**src/hw/tpa_map.vh**
```
// Purpose: Register indices, field positions and reset values of the timer pulse accumulator block
// Assumes: Byte address of a register is four times its index; data sits in the low bits
// Notes: Definitions only
`ifndef TPA_MAP_VH
`define TPA_MAP_VH

// Register indices (byte address = index * 4)
`define TPA_IDX_CH6 8'h9C
`define TPA_IDX_CH7 8'h9E
`define TPA_IDX_ACC_CTRL 8'hA0
`define TPA_IDX_ACC_FLAGS 8'hA1
`define TPA_IDX_ACC_COUNT 8'hA2
`define TPA_IDX_TEST 8'hAD
`define TPA_IDX_PORT_DATA 8'hAE
`define TPA_IDX_PORT_DIR 8'hAF

// Accumulator control fields
`define TPA_CTRL_ENABLE 6
`define TPA_CTRL_MODE 5
`define TPA_CTRL_EDGE 4
`define TPA_CTRL_CLK_HI 3
`define TPA_CTRL_CLK_LO 2
`define TPA_CTRL_OVF_IRQ 1
`define TPA_CTRL_IN_IRQ 0

// Accumulator flag fields
`define TPA_FLAG_OVF 1
`define TPA_FLAG_IN 0

// Test control fields
`define TPA_TEST_CNT_BYP 1
`define TPA_TEST_ACC_BYP 0

// Counter clock select codes
`define TPA_CLKSEL_PRESC 2'b00
`define TPA_CLKSEL_ACC 2'b01
`define TPA_CLKSEL_ACC256 2'b10
`define TPA_CLKSEL_ACC64K 2'b11

// Reset values
`define TPA_RST_WORD16 16'h0000
`define TPA_RST_BYTE 8'h00

`endif

```
**src/hw/tpa_top.v**
```verilog
// Purpose: Upper capture/compare channels, pulse accumulator, counter clock select, test bypass and timer port
// Assumes: AHB-Lite single word transfers; one wait state on every access; 40 MHz sys_clk_i
// Notes: Prescaler and divide-by-64 ticks arrive as one-cycle enables from the rest of the timer
//
// Added by the designer: register access over AHB-Lite.
`timescale 1ns/1ps
`default_nettype none
`include "tpa_map.vh"

//Behaviour
//- Channel captures counter or compares per select
//- Channel writes ignored while in capture
//- Accumulator enable switches accumulator, independent of timer
//- Mode bit: 0 events, 1 gated time
//- Event mode counts falling or rising edges
//- Gated mode gates div64 clock, trailing edge flags
//- No div64 clock while timer disabled
//- Clock select picks counter clock source
//- Accumulator disabled forces prescaler counter clock
//- Clock select change acts immediately
//- Flag with enable raises interrupt request
//- Fast clear: count access clears both flags
//- Overflow flag on wrap, bit1 write clears
//- Input flag on edge, bit0 write clears
//- Test register writable only in special mode
//- Bypass bits split counters into 8-bit halves
//- Port read: pin level or driver level
//- Port latch drives only general outputs
//- Direction bit; enabled compare forces output
//- Stop, debug with its stop bit, wait with its stop bit and enables halt operation
module tpa_top #(
  parameter ADDR_W = 12
) (
  input wire sys_clk_i,
  input wire reset_n_i,
  // AHB-Lite slave
  input wire hsel_i,
  input wire [ADDR_W-1:0] haddr_i,
  input wire [1:0] htrans_i,
  input wire hwrite_i,
  input wire [2:0] hsize_i,
  input wire [31:0] hwdata_i,
  input wire hready_i,
  output reg [31:0] hrdata_o,
  output reg hreadyout_o,
  output reg hresp_o,
  // Links to the rest of the timer
  input wire prescaler_tick_i,
  input wire div64_tick_i,
  input wire timer_enable_i,
  input wire fast_flag_clear_i,
  input wire [1:0] capture_compare_select_i,
  input wire [1:0] capture_event_i,
  input wire [7:0] compare_output_enable_i,
  input wire [7:0] compare_output_level_i,
  // Chip modes
  input wire special_mode_n_i,
  input wire stop_mode_i,
  input wire wait_mode_i,
  input wire debug_mode_i,
  input wire debug_stop_bit_i,
  input wire wait_stop_bit_i,
  // Results
  output reg [15:0] counter_value_o,
  output reg [1:0] compare_match_o,
  output reg accumulator_overflow_irq_o,
  output reg accumulator_input_irq_o,
  // Timer port pins
  input wire [7:0] port_pin_i,
  output reg [7:0] port_pin_o,
  output reg [7:0] port_pin_oe_o
);

  // Byte lane wide increment with optional split into halves
  function [15:0] inc16;
    input [15:0] val;
    input split;
    begin
      if (split) begin
        inc16 = {val[15:8] + 8'h01, val[7:0] + 8'h01};
      end else begin
        inc16 = val + 16'h0001;
      end
    end
  endfunction

  // Registers
  reg [15:0] channel6_capture_compare; // Channel 6 value
  reg [15:0] channel7_capture_compare; // Channel 7 value
  reg [7:0] accumulator_control; // Enable, mode, edge, clock select, irq enables
  reg [1:0] accumulator_flags; // Overflow and input edge flags
  reg [15:0] accumulator_count; // Pulse accumulator
  reg [1:0] timer_test_control; // Bypass bits
  reg [7:0] port_data_latch; // Port output latch
  reg [7:0] port_direction; // 1 = output

  // Bus state
  reg bus_pend; // Data phase pending
  reg bus_write; // Pending access is a write
  reg [7:0] bus_idx; // Pending register index
  reg [7:0] pin_meta; // First synchroniser stage
  reg [7:0] pin_sync; // Second synchroniser stage
  reg acc_pin_last; // Previous synced accumulator input
  reg count_ticked; // Main counter advanced last cycle

  // Decoded control bits
  wire acc_enable = accumulator_control[`TPA_CTRL_ENABLE];
  wire acc_mode = accumulator_control[`TPA_CTRL_MODE];
  wire acc_edge = accumulator_control[`TPA_CTRL_EDGE];
  wire [1:0] clk_sel = {accumulator_control[`TPA_CTRL_CLK_HI], accumulator_control[`TPA_CTRL_CLK_LO]};
  wire cnt_byp = timer_test_control[`TPA_TEST_CNT_BYP];
  wire acc_byp = timer_test_control[`TPA_TEST_ACC_BYP];

  // Mode freezes common to both halves of the timer
  wire mode_halt = stop_mode_i | (debug_mode_i & debug_stop_bit_i) | (wait_mode_i & wait_stop_bit_i);
  wire timer_run = timer_enable_i & ~mode_halt;
  wire acc_run = acc_enable & ~mode_halt;

  // Accumulator input edge detection on synced pin
  wire acc_pin = pin_sync[7];
  wire rise = acc_pin & ~acc_pin_last;
  wire fall = ~acc_pin & acc_pin_last;
  wire sel_edge = acc_edge ? rise : fall;
  wire gate_open = acc_edge ? ~acc_pin : acc_pin;
  wire div64_ok = div64_tick_i & timer_run;

  // Accumulator clock tick
  wire acc_tick = acc_run & (acc_mode ? (gate_open & div64_ok) : sel_edge);
  wire acc_wrap = acc_byp ? (accumulator_count[15:8] == 8'hFF) : (accumulator_count == 16'hFFFF);
  wire acc_ovf = acc_tick & acc_wrap;
  wire acc_low_wrap = acc_tick & (accumulator_count[7:0] == 8'hFF);
  wire in_flag_set = acc_run & sel_edge;

  // Main counter clock source, combinational so a new select acts at once
  reg count_tick;
  always @* begin
    if (!timer_run) begin
      count_tick = 1'b0;
    end else if (cnt_byp) begin
      count_tick = 1'b1;
    end else if (!acc_enable) begin
      count_tick = prescaler_tick_i;
    end else begin
      case (clk_sel)
        `TPA_CLKSEL_PRESC: count_tick = prescaler_tick_i;
        `TPA_CLKSEL_ACC: count_tick = acc_tick;
        `TPA_CLKSEL_ACC256: count_tick = acc_low_wrap;
        `TPA_CLKSEL_ACC64K: count_tick = acc_ovf;
        default: count_tick = prescaler_tick_i;
      endcase
    end
  end

  // Access strobes of the pending data phase
  wire do_wr = bus_pend & bus_write;
  wire wr_ch6 = do_wr & (bus_idx == `TPA_IDX_CH6) & capture_compare_select_i[0];
  wire wr_ch7 = do_wr & (bus_idx == `TPA_IDX_CH7) & capture_compare_select_i[1];
  wire wr_ctrl = do_wr & (bus_idx == `TPA_IDX_ACC_CTRL);
  wire wr_flags = do_wr & (bus_idx == `TPA_IDX_ACC_FLAGS);
  wire wr_count = do_wr & (bus_idx == `TPA_IDX_ACC_COUNT);
  wire wr_test = do_wr & (bus_idx == `TPA_IDX_TEST) & ~special_mode_n_i;
  wire wr_data = do_wr & (bus_idx == `TPA_IDX_PORT_DATA);
  wire wr_dir = do_wr & (bus_idx == `TPA_IDX_PORT_DIR);
  wire count_access = bus_pend & (bus_idx == `TPA_IDX_ACC_COUNT);
  wire fast_clr = fast_flag_clear_i & count_access;

  // Pin driver input level and direction
  reg [7:0] next_pin_out;
  reg [7:0] next_pin_oe;
  integer k;
  always @* begin
    next_pin_out = 8'h00;
    next_pin_oe = 8'h00;
    for (k = 0; k < 8; k = k + 1) begin
      if (compare_output_enable_i[k]) begin
        next_pin_out[k] = compare_output_level_i[k];
        next_pin_oe[k] = 1'b1;
      end else begin
        next_pin_out[k] = port_data_latch[k];
        next_pin_oe[k] = port_direction[k];
      end
    end
  end

  // Read multiplexer
  reg [31:0] next_rdata;
  always @* begin
    case (bus_idx)
      `TPA_IDX_CH6: next_rdata = {16'h0000, channel6_capture_compare};
      `TPA_IDX_CH7: next_rdata = {16'h0000, channel7_capture_compare};
      `TPA_IDX_ACC_CTRL: next_rdata = {24'h0000_00, accumulator_control};
      `TPA_IDX_ACC_FLAGS: next_rdata = {30'h0000_0000, accumulator_flags};
      `TPA_IDX_ACC_COUNT: next_rdata = {16'h0000, accumulator_count};
      `TPA_IDX_TEST: next_rdata = {30'h0000_0000, timer_test_control};
      // Outputs read driver level, inputs read the pin
      `TPA_IDX_PORT_DATA: next_rdata = {24'h0000_00, (port_pin_oe_o & port_pin_o) | (~port_pin_oe_o & pin_sync)};
      `TPA_IDX_PORT_DIR: next_rdata = {24'h0000_00, port_direction};
      default: next_rdata = 32'h0000_0000;
    endcase
  end

  // AHB-Lite slave: address phase taken, one wait state, then answer
  always @(posedge sys_clk_i or negedge reset_n_i) begin
    if (!reset_n_i) begin
      bus_pend <= 1'b0;
      bus_write <= 1'b0;
      bus_idx <= `TPA_RST_BYTE;
      hrdata_o <= 32'h0000_0000;
      hreadyout_o <= 1'b1;
      hresp_o <= 1'b0;
    end else begin
      hresp_o <= 1'b0; // Always OKAY
      if (bus_pend) begin
        // Data phase completes with fresh read data
        bus_pend <= 1'b0;
        hreadyout_o <= 1'b1;
        hrdata_o <= bus_write ? 32'h0000_0000 : next_rdata;
      end else if (hsel_i & htrans_i[1] & hready_i) begin
        // Address phase taken; stretch data phase one cycle
        bus_pend <= 1'b1;
        bus_write <= hwrite_i;
        bus_idx <= haddr_i[9:2];
        hreadyout_o <= 1'b0;
      end
    end
  end

  // Control and test registers
  always @(posedge sys_clk_i or negedge reset_n_i) begin
    if (!reset_n_i) begin
      accumulator_control <= `TPA_RST_BYTE;
      timer_test_control <= 2'b00;
      port_data_latch <= `TPA_RST_BYTE;
      port_direction <= `TPA_RST_BYTE;
    end else begin
      if (wr_ctrl) begin
        accumulator_control <= {1'b0, hwdata_i[6:0]};
      end
      if (wr_test) begin
        timer_test_control <= hwdata_i[1:0];
      end
      if (wr_data) begin
        port_data_latch <= hwdata_i[7:0];
      end
      if (wr_dir) begin
        port_direction <= hwdata_i[7:0];
      end
    end
  end

  // Pulse accumulator and its flags
  always @(posedge sys_clk_i or negedge reset_n_i) begin
    if (!reset_n_i) begin
      accumulator_count <= `TPA_RST_WORD16;
      accumulator_flags <= 2'b00;
      acc_pin_last <= 1'b0;
    end else begin
      acc_pin_last <= acc_pin;
      // Software write replaces the count
      if (wr_count) begin
        accumulator_count <= hwdata_i[15:0];
      end else if (acc_tick) begin
        accumulator_count <= inc16(accumulator_count, acc_byp);
      end
      // Overflow flag: set beats clear, zero bits leave it
      if (acc_ovf) begin
        accumulator_flags[`TPA_FLAG_OVF] <= 1'b1;
      end else if (fast_clr | (wr_flags & hwdata_i[`TPA_FLAG_OVF])) begin
        accumulator_flags[`TPA_FLAG_OVF] <= 1'b0;
      end
      // Input edge flag: set beats clear
      if (in_flag_set) begin
        accumulator_flags[`TPA_FLAG_IN] <= 1'b1;
      end else if (fast_clr | (wr_flags & hwdata_i[`TPA_FLAG_IN])) begin
        accumulator_flags[`TPA_FLAG_IN] <= 1'b0;
      end
    end
  end

  // Main counter and channels 6 and 7
  always @(posedge sys_clk_i or negedge reset_n_i) begin
    if (!reset_n_i) begin
      counter_value_o <= `TPA_RST_WORD16;
      channel6_capture_compare <= `TPA_RST_WORD16;
      channel7_capture_compare <= `TPA_RST_WORD16;
      compare_match_o <= 2'b00;
      count_ticked <= 1'b0;
    end else begin
      count_ticked <= count_tick;
      if (count_tick) begin
        counter_value_o <= inc16(counter_value_o, cnt_byp);
      end
      // Channel 6: write in compare, capture in capture
      if (wr_ch6) begin
        channel6_capture_compare <= hwdata_i[15:0];
      end else if (!capture_compare_select_i[0] & capture_event_i[0] & timer_run) begin
        channel6_capture_compare <= counter_value_o;
      end
      // Channel 7
      if (wr_ch7) begin
        channel7_capture_compare <= hwdata_i[15:0];
      end else if (!capture_compare_select_i[1] & capture_event_i[1] & timer_run) begin
        channel7_capture_compare <= counter_value_o;
      end
      // Compare match pulses once per new counter value
      compare_match_o[0] <= capture_compare_select_i[0] & count_ticked
                            & (counter_value_o == channel6_capture_compare);
      compare_match_o[1] <= capture_compare_select_i[1] & count_ticked
                            & (counter_value_o == channel7_capture_compare);
    end
  end

  // Interrupt requests, pin drivers and input synchroniser
  always @(posedge sys_clk_i or negedge reset_n_i) begin
    if (!reset_n_i) begin
      accumulator_overflow_irq_o <= 1'b0;
      accumulator_input_irq_o <= 1'b0;
      port_pin_o <= `TPA_RST_BYTE;
      port_pin_oe_o <= `TPA_RST_BYTE;
      pin_meta <= `TPA_RST_BYTE;
      pin_sync <= `TPA_RST_BYTE;
    end else begin
      accumulator_overflow_irq_o <= accumulator_flags[`TPA_FLAG_OVF]
                                    & accumulator_control[`TPA_CTRL_OVF_IRQ];
      accumulator_input_irq_o <= accumulator_flags[`TPA_FLAG_IN]
                                 & accumulator_control[`TPA_CTRL_IN_IRQ];
      port_pin_o <= next_pin_out;
      port_pin_oe_o <= next_pin_oe;
      pin_meta <= port_pin_i;
      pin_sync <= pin_meta;
    end
  end

endmodule // tpa_top
`default_nettype wire

```
**config.mk**
```make
export PLATFORM = sky130hd
export DESIGN_NAME = tpa_top
export DESIGN_NICKNAME = d
export VERILOG_FILES = /design/src/hw/tpa_top.v
export VERILOG_INCLUDE_DIRS = /design/src /design/src/hw
export SDC_FILE = /design/constraint.sdc
export NUM_CORES = 1
export LEC_CHECK = 0
export ABC_AREA = 0
export BUFFER_PORTS_ARGS = -buffer_cell sky130_fd_sc_hd__buf_4
export CORE_ASPECT_RATIO = 0.5
export CORE_MARGIN = 5
export CORE_UTILIZATION = 34
export DETAILED_ROUTE_END_ITERATION = 10
export PLACE_DENSITY_LB_ADDON = 0.15
export SYNTH_ARGS = -nofsm -noshare
export SYNTH_HDL_FRONTEND = slang
export SYNTH_SLANG_ARGS = --single-unit
```
**constraint.sdc**
```tcl
create_clock -name sys_clk_i -period 2.2 [get_ports sys_clk_i]
set_clock_uncertainty 0.1 [all_clocks]
set_input_delay 0.33 -clock sys_clk_i [delete_from_list [all_inputs] [get_ports sys_clk_i]]
set_output_delay 0.33 -clock sys_clk_i [all_outputs]
set_load 0.01 [all_outputs]
```
* Word-level counts from Yosys, hierarchy flattened
Index checks and enable logic that the tools add are counted.
Word-level totals: flip-flop bits (word level) 172, input port bits 92, output and inout port bits 70, word-level logic and storage cells 151
Operators by class: add/sub/neg operators 6, eq/ne operators 16, mux-type cells 42, bitwise operators 53, reductions and logical operators 10
Operators by type and width (count):
- 2-to-1 mux 16 bit | 8
- one-hot mux 16 bit (8 select lines) | 1
- == test 8 bit (second input constant) | 10
- bitwise AND 1 bit | 40
- adder 16 x 1 -> 16 bit (second input constant) | 2
- adder 8 x 1 -> 8 bit (second input constant) | 4
- == test 16 bit | 2
- 2-to-1 mux 32 bit | 1
- 2-to-1 mux 1 bit | 31
- bitwise AND 8 bit | 2
- == test 16 bit (second input constant) | 1
- nonzero test 2 bit | 6
- NOT 8 bit | 1
- bitwise OR 8 bit | 1
- NOT 1 bit | 5
- == test 2 bit (second input constant) | 2
- bitwise OR 1 bit | 4
- one-hot mux 1 bit (4 select lines) | 1
- == test 2 x 1 -> 1 bit (second input constant) | 1
- logical NOT 1 bit | 2
- logical NOT 2 bit | 1
- AND reduction 2 bit | 1

* Depth between registers and ports, before layout
Gate-level depths: netlist of the first run.
depth after elaboration 14, mapped depth 9, gate-level depth less buffers 7

* Worst setup path after synthesis of the first run
Ideal clock, no wire load.
path kind register -> register, from reg bus_idx[6], to reg port_direction[0], setup time 0.125 ns, arrival time 1.809 ns, required time 1.975 ns, path slack 0.166 ns, stages on the path, launching flop included 8, buffers on the path 2, clock period less this slack 2.034 ns, cells stage by stage dfrtp_1 > nand4bb_4 > nor2_4 > and3_1 > clkbuf_1 > and2_1 > buf_4 > mux2_2
Between the ends: cells in the longest elaborated chain, start to end 2
RTL lines:
- start: declaration | RTL line tpa_top.v:100 | reg [7:0] bus_idx;
- start signal: assignment | RTL line tpa_top.v:207 | bus_idx <= `TPA_RST_BYTE;
- start signal: assignment | RTL line tpa_top.v:222 | bus_idx <= haddr_i[9:2];
- == test 8 bit
- bitwise AND 1 bit | RTL line tpa_top.v:163 | wire wr_dir = do_wr & (bus_idx == `TPA_IDX_PORT_DIR);
- end signal: assignment | RTL line tpa_top.v:234 | port_direction <= `TPA_RST_BYTE;
- end signal: assignment | RTL line tpa_top.v:246 | port_direction <= hwdata_i[7:0];
- end: declaration | RTL line tpa_top.v:95 | reg [7:0] port_direction;
Every way passes these cells. A chain may end at the register's enable or synchronous reset.

* Worst setup path after layout of the first run
from reg pin_sync[7], to reg counter_value_o[1]
Between the ends: cells in the longest elaborated chain, start to end 10, elaborated cells between the ends (all ways) 14, classes of those cells mux (7); bitwise (7)
RTL lines:
- start: declaration | RTL line tpa_top.v:102 | reg [7:0] pin_sync;
- start signal: assignment | RTL line tpa_top.v:321 | pin_sync <= `TPA_RST_BYTE;
- start signal: assignment | RTL line tpa_top.v:330 | pin_sync <= pin_meta;
- NOT 1 bit | RTL line tpa_top.v:122, tpa_top.v:124
- bitwise AND 1 bit / 2-to-1 mux 1 bit (equally long branches) | RTL line tpa_top.v:122, tpa_top.v:124
- 2-to-1 mux 1 bit / bitwise AND 1 bit (equally long branches) | RTL line tpa_top.v:123, tpa_top.v:128
- 2-to-1 mux 1 bit * | RTL line tpa_top.v:128 | wire acc_tick = acc_run & (acc_mode ? (gate_open & div64_ok) : sel_edge);
- bitwise AND 1 bit * | RTL line tpa_top.v:128
- bitwise AND 1 bit, on equally long branches | RTL line tpa_top.v:130, tpa_top.v:131
- one-hot mux 1 bit (4 select lines) * | RTL line tpa_top.v:144 | case (clk_sel)
- 2-to-1 mux 1 bit * | RTL line tpa_top.v:141 | end else if (!acc_enable) begin
- 2-to-1 mux 1 bit * | RTL line tpa_top.v:139 | end else if (cnt_byp) begin
- 2-to-1 mux 1 bit * | RTL line tpa_top.v:137 | if (!timer_run) begin
- end signal: assignment | RTL line tpa_top.v:283 | counter_value_o <= `TPA_RST_WORD16;
- end signal: assignment | RTL line tpa_top.v:291 | counter_value_o <= inc16(counter_value_o, cnt_byp);
- end: declaration | RTL line tpa_top.v:64 | output reg [15:0] counter_value_o,
Every way passes the cells marked *; elsewhere a longest branch is shown, timed or not.

==> results of run 1 <==
## worst paths after layout
| check | slack (ns) | to | cells after the start | startpoint |
|---|---|---|---|---|
| worst min-delay path | 0.01 | bus_idx[7] | 3 | haddr_i[9] |
| worst max register to register | 0.1 | counter_value_o[1] | 6 | pin_sync[7] |
| worst min register to register | 0.25 | pin_sync[5] | 0 | pin_meta[5] |
| min in group asynchronous | 0.30 | pin_meta[0] | 2 | reset_n_i |
| max in group asynchronous | 0.96 | hreadyout_o | 3 | reset_n_i |
| worst max-delay path | 0.1 | counter_value_o[1] | 6 | pin_sync[7] |
## where the power goes
group	total (uW)	leakage (uW)	internal [uW]	switching (uW)
combinational	1110	0.00238	542	568
clock	2950	0.000278	1700	1250
sequential	3300	0.00202	3070	224
## routing by layer
layer / vias up / wire, um / global-route usage (%)
li1: 2870 / - / -
met1: 3052 / 11290 / 26.42
met2: 172 / 10660 / 28.89
met3: 23 / 1192 / 3.771
met4: 0 / 288 / 4.789
met5: - / 0 / 0
## synth_stat cells (all sizes together), types with 14 or more instances
library cell,instances,area (sq um)
a21oi,23,118.9
a22oi,30,225.2
buf,33,216.5
clkbuf,28,106.4
dfrtp,155,3879
inv,19,71.32
mux2,42,473.0
mux2i,16,160.2
nand2,107,406.6
nand3,25,125.1
nand4,14,87.58
nor2,31,126.4
o21ai,23,122.6
o22ai,16,100.1
xnor2,47,411.6
xor2,14,122.6
## cell usage in the layout (no fill, tap or decap), types with 16 or more instances in the layout
cell type,instances
buf_4,178
clkbuf_16,17
inv_1,19
o21ai_0,18
dlygate4sd3_1,23
dfrtp_1,155
nand2_1,105
o22ai_1,16
mux2i_1,16
a21oi_1,22
nor2_1,29
mux2_2,42
a22oi_1,30
conb_1,17
nand3_1,25
xnor2_1,47
## layout make-up
class	count	area [sq um]	share of cell area (%)
clock buffers	18	439.2	4.392
clock inverters	14	145.1	1.451
inverters	19	71.32	0.7132
multi-input cells	500	3386	33.86
flip-flops and latches	156	3905	39.05
well taps	300	375.4	3.754
repair buffers	207	1678	16.78
## cell families (layout without fill, tap and decap cells)
family / Yosys count / count (layout) / share of synthesized area, %
DFF: 156 / 156 / 51.45
buffers and inverters: 80 / 258 / 5.193
adders and majority gates: 4 / 4 / 0.6594
other: 1 / 17 / 0.04941
xor gates and xnor gates: 61 / 61 / 7.039
and+or+nand+nor: 238 / 238 / 16.21
muxes: 58 / 58 / 8.341
AOI/OAI and AO/OA: 122 / 122 / 11.06
## tightest hold or removal path, stage by stage
cell     delay (ns)
buf_4          0.07
nand2_1        0.05
nand2_1        0.06
## metrics by stage
stage	hold WS, ns	util (%)	power (uW)	instances
final	0.01057	45.82	7356	1214
after global routing	0.006565	45.82	7685	1214
after CTS	0.002543	45.66	7424	1214
after detailed placement	0.2091	41.93	4422	1159
after global placement	0.2090	41.93	4407	1159
after floorplan	-0.06559	-	3851	736
## registers in the layout (all words and copies together) (netlist names), 2 cells and up
signal and cells:
port_pin_oe_o 8, counter_value_o 16, channel7_capture_compare 16, accumulator_flags 2, accumulator_control 7, timer_test_control 2, port_pin_o 8, hrdata_o 16
pin_meta 8, channel6_capture_compare 16, compare_match_o 2, port_direction 8, port_data_latch 8, accumulator_count 16, bus_idx 8, pin_sync 8
## what timing repair did
action,4_1_cts,5_1_grt
gates resized for setup,0,6
setup endpoints to repair,0,24
hold buffers,23,0
endpoints found under the hold margin,63,0
setup buffers,0,0
==> flow_summary.toml, run 1 <==
[floorplan]
core_sq_um = 21820
ios = 162
die_area_sq_um = 25590
die_h_um = 115.7
fp-row-count = 38
die_w_um = 221.3
start_util_pct = 34.78

[place]
place_congestion = 0.8493
dp_hpwl_mm = 17.55
placed_area_sq_um = 9150
place_ws_ns = -0.004639
io_buffers = 120

[critical_path]
arrival_ns = 2.32
critPathMaxFanout = 16
startpoint_type = "flop"
required_ns = 2.42
path_cells = "or3b_1, a21oi_4, o2111ai_1, o21ai_2, buf_12, mux2_2"
endpoint_kind = "flop"
critPathBufInv = 1
crit_family = "compound AO/OA/AOI/OAI gates"
path_class = "reg2reg"
cp_slowest_stage_delay_ns = 0.44
cp_slowest_cell = "or3b_1"

[timing]
timing.final.setup_violations = 0
fin_ws_ns = 0.09787
hold_viol_final = 0
rsz0062_at_grt = "false"
drv_slew = 0
finalCritPeriodShare_pct = 95.55
layout_min_cycle_time_ns = 2.102
final.setup.tns_ns = 0
fmax_ghz = 0.4757

[logic_synthesis]
synth_cell_type_count = 64
synthesis.area_sq_um = 7590
yosysWarningCount = 0
seq_area_frac_synth_pct = 51.45
postSynthAreaPerCell_sq_um = 10.54
synth_edf_count = 0
synth-main-ff-cell = "dfrtp_1"
ys_async_sr_fraction_pct = 100.0
synth_seq_cells = 156
syn_inst = 720

[pwr]
power_leakage_uw = 0.004680
ir_worst_vdd_mv = 0.5648
power_density_nw_per_um2 = 735.7

[job]
drv_cap = 0

[finish]
final_area_sq_um = 10000
area_growth_pct = 31.75
num_antenna_cells = 0
final_nets = 997
drive_above_1_share_pct = 31.62
fill_cells = 2101

[global_routing]
grt_pass1_vias = 6247
overflow = 0
grt_pass1_wl_mm = 36.45
antenna_found_initial = 0
grt.total_usage_pct = 18.42
grt_max_degree = 48

[outcome]
status = "finished, final reports clean"

[routing]
vias = 6117
drc = 0
vias_per_cell = 5.039
dr.first_iter.drc_count = 359
routedWlPerCell_um = 19.30
ant_nets = 0
drt-pass1-iter-count = 5
drt-total-wl_mm = 23.44

[cts]
cts_buffers = 17
tritoncts = "built"
cts_max_path_buffers = 2
cts_root_buf = "clkbuf_16"
cts_max_level = 4
clk_latency_ns = 0.43
path_clk_slew_ns = 0.07
cts_num_sinks = 156

[hold_path]
min-delay-path-class = "in2reg"
Note: power is estimated with default switching activity, not from simulation.
==> inputs of run 2 (changes only) <==
Settings changed: PLACE_DENSITY from default to 0.57, PLACE_DENSITY_LB_ADDON 0.15 to default.
==> flow_summary.toml, run 2 (synthesized netlist as in run 1, its figures left out) <==
[outcome]
status = "finished, final reports clean"

[floorplan]
die_w_um = 221.3
die_h_um = 115.7
core_sq_um = 21820
ios = 162
fp-row-count = 38
die_area_sq_um = 25590
start_util_pct = 34.78

[hold_path]
min-delay-path-class = "in2reg"
holdPathStages = 2
hp-start = "compare_output_level_i[1]"
hold_end = "port_pin_o[1]"

[critical_path]
critPathMaxFanout = 16
path_class = "reg2reg"
required_ns = 2.43
arrival_ns = 2.30
startpoint_type = "flop"
timing.rr.end = "counter_value_o[1]"
endpoint_kind = "flop"
r2r_slack_ns = 0.12
r2r_cells = 6
r2r-start = "pin_sync[7]"

[routing]
dr.first_iter.drc_count = 521
vias = 6141
drt-pass1-iter-count = 6
drt-total-wl_mm = 22.82
vias_per_cell = 5.058
routedWlPerCell_um = 18.80
ant_nets = 0
drc = 0

[cts]
path_clk_slew_ns = 0.07
clk_latency_ns = 0.43
cts_num_sinks = 156
cts_max_path_buffers = 2
tritoncts = "built"
cts_max_level = 4
cts_root_buf = "clkbuf_16"
cts_buffers = 17

[timing]
final.setup.tns_ns = 0
rsz0062_at_grt = "false"
layout_min_cycle_time_ns = 2.076
hold_viol_final = 0
timing.final.setup_violations = 0
fmax_ghz = 0.4818
drv_slew = 0
finalCritPeriodShare_pct = 94.34

[finish]
final_nets = 996
fill_cells = 2039
fin_util_pct = 45.95
final_common_cell = "buf_4"
ff_latch_area_sq_um = 3905
multi_input_area_sq_um = 3395
final_cell_mix = "174 x buf_4, 155 x dfrtp_1, 105 x nand2_1"
area_growth_pct = 32.13
drive_above_1_share_pct = 31.22

[global_routing]
overflow = 0
grt_max_degree = 46
antenna_found_initial = 0
grt.total_usage_pct = 18.27
grt_pass1_vias = 6148
grt_pass1_wl_mm = 36.15

[place]
dp_hpwl_mm = 17.24
place_congestion = 0.8957
io_buffers = 120

[pwr]
power_leakage_uw = 0.004681
power_density_nw_per_um2 = 746.8
ir_worst_vdd_mv = 0.5208

[job]
drv_cap = 0
[run 2: per-layer routing]
metal,up-vias,track usage (%),part of all wire [%]
met3,27,3.822,6.3
li1,2871,-,-
met5,-,0,0
met1,2998,26.13,46
met2,245,28.62,46
met4,0,4.831,1.6
[run 2: area by class of cell]
| cell class | count | area share, % |
|---|---|---|
| inverters | 19 | 0.7112 |
| flip-flops and latches | 156 | 38.94 |
| clock inverters | 15 | 1.759 |
| clock buffers | 17 | 4.242 |
| repair buffers | 206 | 16.73 |
| diodes | 1 | 0.02495 |
| multi-input cells | 500 | 33.85 |
| well taps | 300 | 3.743 |
[run 2: critical path, cell delays in order (launching register included)]
cell	delay [ns]
dfrtp_1	0.37
or3b_1	0.43
a21oi_4	0.22
o2111ai_1	0.15
o21ai_2	0.19
buf_12	0.17
mux2_2	0.33
[run 2: metrics by stage]
stage,cell area [sq um],hold slack (ns),setup WS (ns),instances,total power (uW)
floorplan,7650,-0.06559,0.1659,736,3851
global placement,9120,0.1818,0.07765,1155,4408
detailed placement,9120,0.1770,0.04379,1155,4428
CTS,9982,0.01002,0.1023,1213,7535
global route,10030,0.006078,0.01426,1213,7820
finish,10030,0.02770,0.1245,1214,7489
[run 2: worst max-delay path by stage]
stage | cells past startpoint | startpoint | slack (ns) | end
after floorplan | 7 | bus_idx[6] | 0.17 | port_direction[0]
after global placement | 8 | debug_mode_i | 0.08 | accumulator_count[7]
after detailed placement | 8 | debug_mode_i | 0.04 | accumulator_count[7]
after CTS | 6 | pin_sync[7] | 0.10 | counter_value_o[1]
after global routing | 6 | pin_sync[7] | 0.01 | counter_value_o[1]
final | 6 | pin_sync[7] | 0.12 | counter_value_o[1]
[run 2: power breakdown]
| group | switching [uW] | internal [uW] |
|---|---|---|
| logic | 576 | 561 |
| registers | 216 | 3070 |
| clock network | 1350 | 1720 |
[run 2: repair_timing]
item	CTS	global route
setup endpoints to repair	0	11
endpoints found under the hold margin	62	0
resized for setup	0	7
buffers inserted	0	0
hold buffers	26	0
==> inputs of run 3 (changes only) <==
Settings changed: CORE_UTILIZATION 34 to 30, PLACE_DENSITY 0.57 to 0.52.
==> flow_summary.toml, run 3 (synthesized netlist as in run 1, its figures left out) <==
[finish]
fin_util_pct = 40.25
fin_cells = 1259
drive_above_1_share_pct = 31.58
final_cell_mix = "179 x buf_4, 154 x dfrtp_1, 105 x nand2_1"
final_common_cell = "buf_4"
final_nets = 998
fill_cells = 2491
num_antenna_cells = 0
area_growth_pct = 32.77

[routing]
dr.first_iter.drc_count = 415
drt-pass1-iter-count = 5
vias_per_cell = 4.894
routedWlPerCell_um = 18.49
vias = 6162
drt-total-wl_mm = 23.29
drc = 0
ant_nets = 0

[place]
place_ws_ns = -0.09830
place_congestion = 0.8900
io_buffers = 120
placed_cells = 1205
dp_hpwl_mm = 17.54

[critical_path]
path_cells = "or3b_1, a21oi_2, buf_4, o21ai_2, buf_4, nor3_1, o21bai_1, a41oi_1"
cp_slowest_cell = "dfrtp_1"
r2r_cells = 8
critPathBufInv = 2
r2r_slack_ns = 0.05
timing.rr.end = "accumulator_count[9]"
cp_num_cells = 8
required_ns = 2.43
r2r-start = "pin_sync[7]"
arrival_ns = 2.38
critPathMaxFanout = 7
startpoint_type = "flop"
cp_slowest_stage_delay_ns = 0.43
endpoint_kind = "flop"
crit_family = "simple AND/OR/NAND/NOR gates"
crit_top_cell = "buf_4"
path_class = "reg2reg"

[cts]
cts_max_level = 4
post_cts_buffers = 0
tritoncts = "built"
clk_latency_ns = 0.43
path_clk_slew_ns = 0.07
cts_root_buf = "clkbuf_16"
cts_max_path_buffers = 2
cts_buffers = 17
cts_num_sinks = 156

[timing]
rsz0062_at_grt = "true"
hold_viol_final = 0
fin_ws_ns = 0.05133
slew_headroom_pct = 66.48
layout_min_cycle_time_ns = 2.149
fmax_ghz = 0.4654
finalCritPeriodShare_pct = 97.67
timing.final.setup_violations = 0
drv_slew = 0
worst_slew_pin_slew_ns = 0.5029

[global_routing]
grt.total_usage_pct = 16.31
grt_max_degree = 60
antenna_found_initial = 0
overflow = 0
grt_pass1_wl_mm = 36.29
grt_pass1_vias = 6165

[pwr]
power_density_nw_per_um2 = 745.5
power_leakage_uw = 0.004686
ir_worst_vdd_mv = 0.5631

[floorplan]
fp-row-count = 41
die_w_um = 234.9
die_area_sq_um = 28770
core_sq_um = 25030
start_util_pct = 30.32
die_h_um = 122.5
ios = 162

[job]
drv_cap = 0

[outcome]
status = "finished, final reports clean"

[hold_path]
hold_end = "bus_idx[3]"
holdPathStages = 3
hp-start = "haddr_i[5]"
min-delay-path-class = "in2reg"
==> run 3: layer usage <==
| layer | vias to the layer above | track usage, % | routed length [um] |
|---|---|---|---|
| li1 | 2880 | - | - |
| met1 | 3099 | 22.73 | 11050 |
| met2 | 154 | 26.37 | 10910 |
| met3 | 29 | 2.762 | 942 |
| met4 | 0 | 4.920 | 384 |
| met5 | - | 0 | 0 |
==> run 3: where the power goes <==
part	total, uW	leakage [uW]	switching (uW)	internal (uW)
Clock	3100	0.000290	1270	1820
Sequential	3300	0.00202	231	3070
Combinational	1110	0.00237	562	552
Total	7510	0.00469	2060	5450
==> run 3: metrics by stage <==
stage	TNS [ns]	power [uW]	cell area, sq um	hold slack, ns
6_report	0	7512	10080	0.008945
3_3_place_gp	-0.09199	4421	9233	0.1399
5_1_grt	-0.002176	7825	10080	0.005064
4_1_cts	0	7584	10060	0.0006311
3_5_place_dp	-0.1788	4442	9233	0.1391
2_1_floorplan	0	3851	7650	-0.06559
==> run 3: timing repair <==
action                                  4_1_cts  5_1_grt
resized for setup                             1        4
hold buffers                                 22        0
endpoints found under the setup margin        1       27
hold endpoints to repair                     48        0
==> run 3: worst register-to-register path, delay by kind of cell, from the launching register on <==
family                 cells  cell delay, ns
AOI/OAI and AO/OA          4            0.61
DFF                        1            0.43
and+or+nand+nor            2            0.61
buffers and inverters      2            0.31
==> run 3: area by class of cell <==
| class | instances | area, sq um | share of cell area, % |
|---|---|---|---|
| clock inverters | 13 | 166.4 | 1.651 |
| clock buffers | 19 | 442.9 | 4.395 |
| repair buffers | 208 | 1695 | 16.82 |
| inverters | 19 | 71.32 | 0.7077 |
| multi-input cells | 500 | 3364 | 33.39 |
| well taps | 344 | 430.4 | 4.271 |
| flip-flops and latches | 156 | 3906 | 38.76 |
==> run 3: how the worst max path moves through the flow <==
stage                       from                    to  slack (ns)
CTS                  pin_sync[7]  accumulator_count[7]        0.03
detailed placement  debug_mode_i    counter_value_o[9]        -0.1
global route         pin_sync[7]  accumulator_count[9]      -0.002
floorplan             bus_idx[6]     port_direction[0]        0.17
global placement    debug_mode_i    counter_value_o[9]       -0.09
finish               pin_sync[7]  accumulator_count[9]        0.05
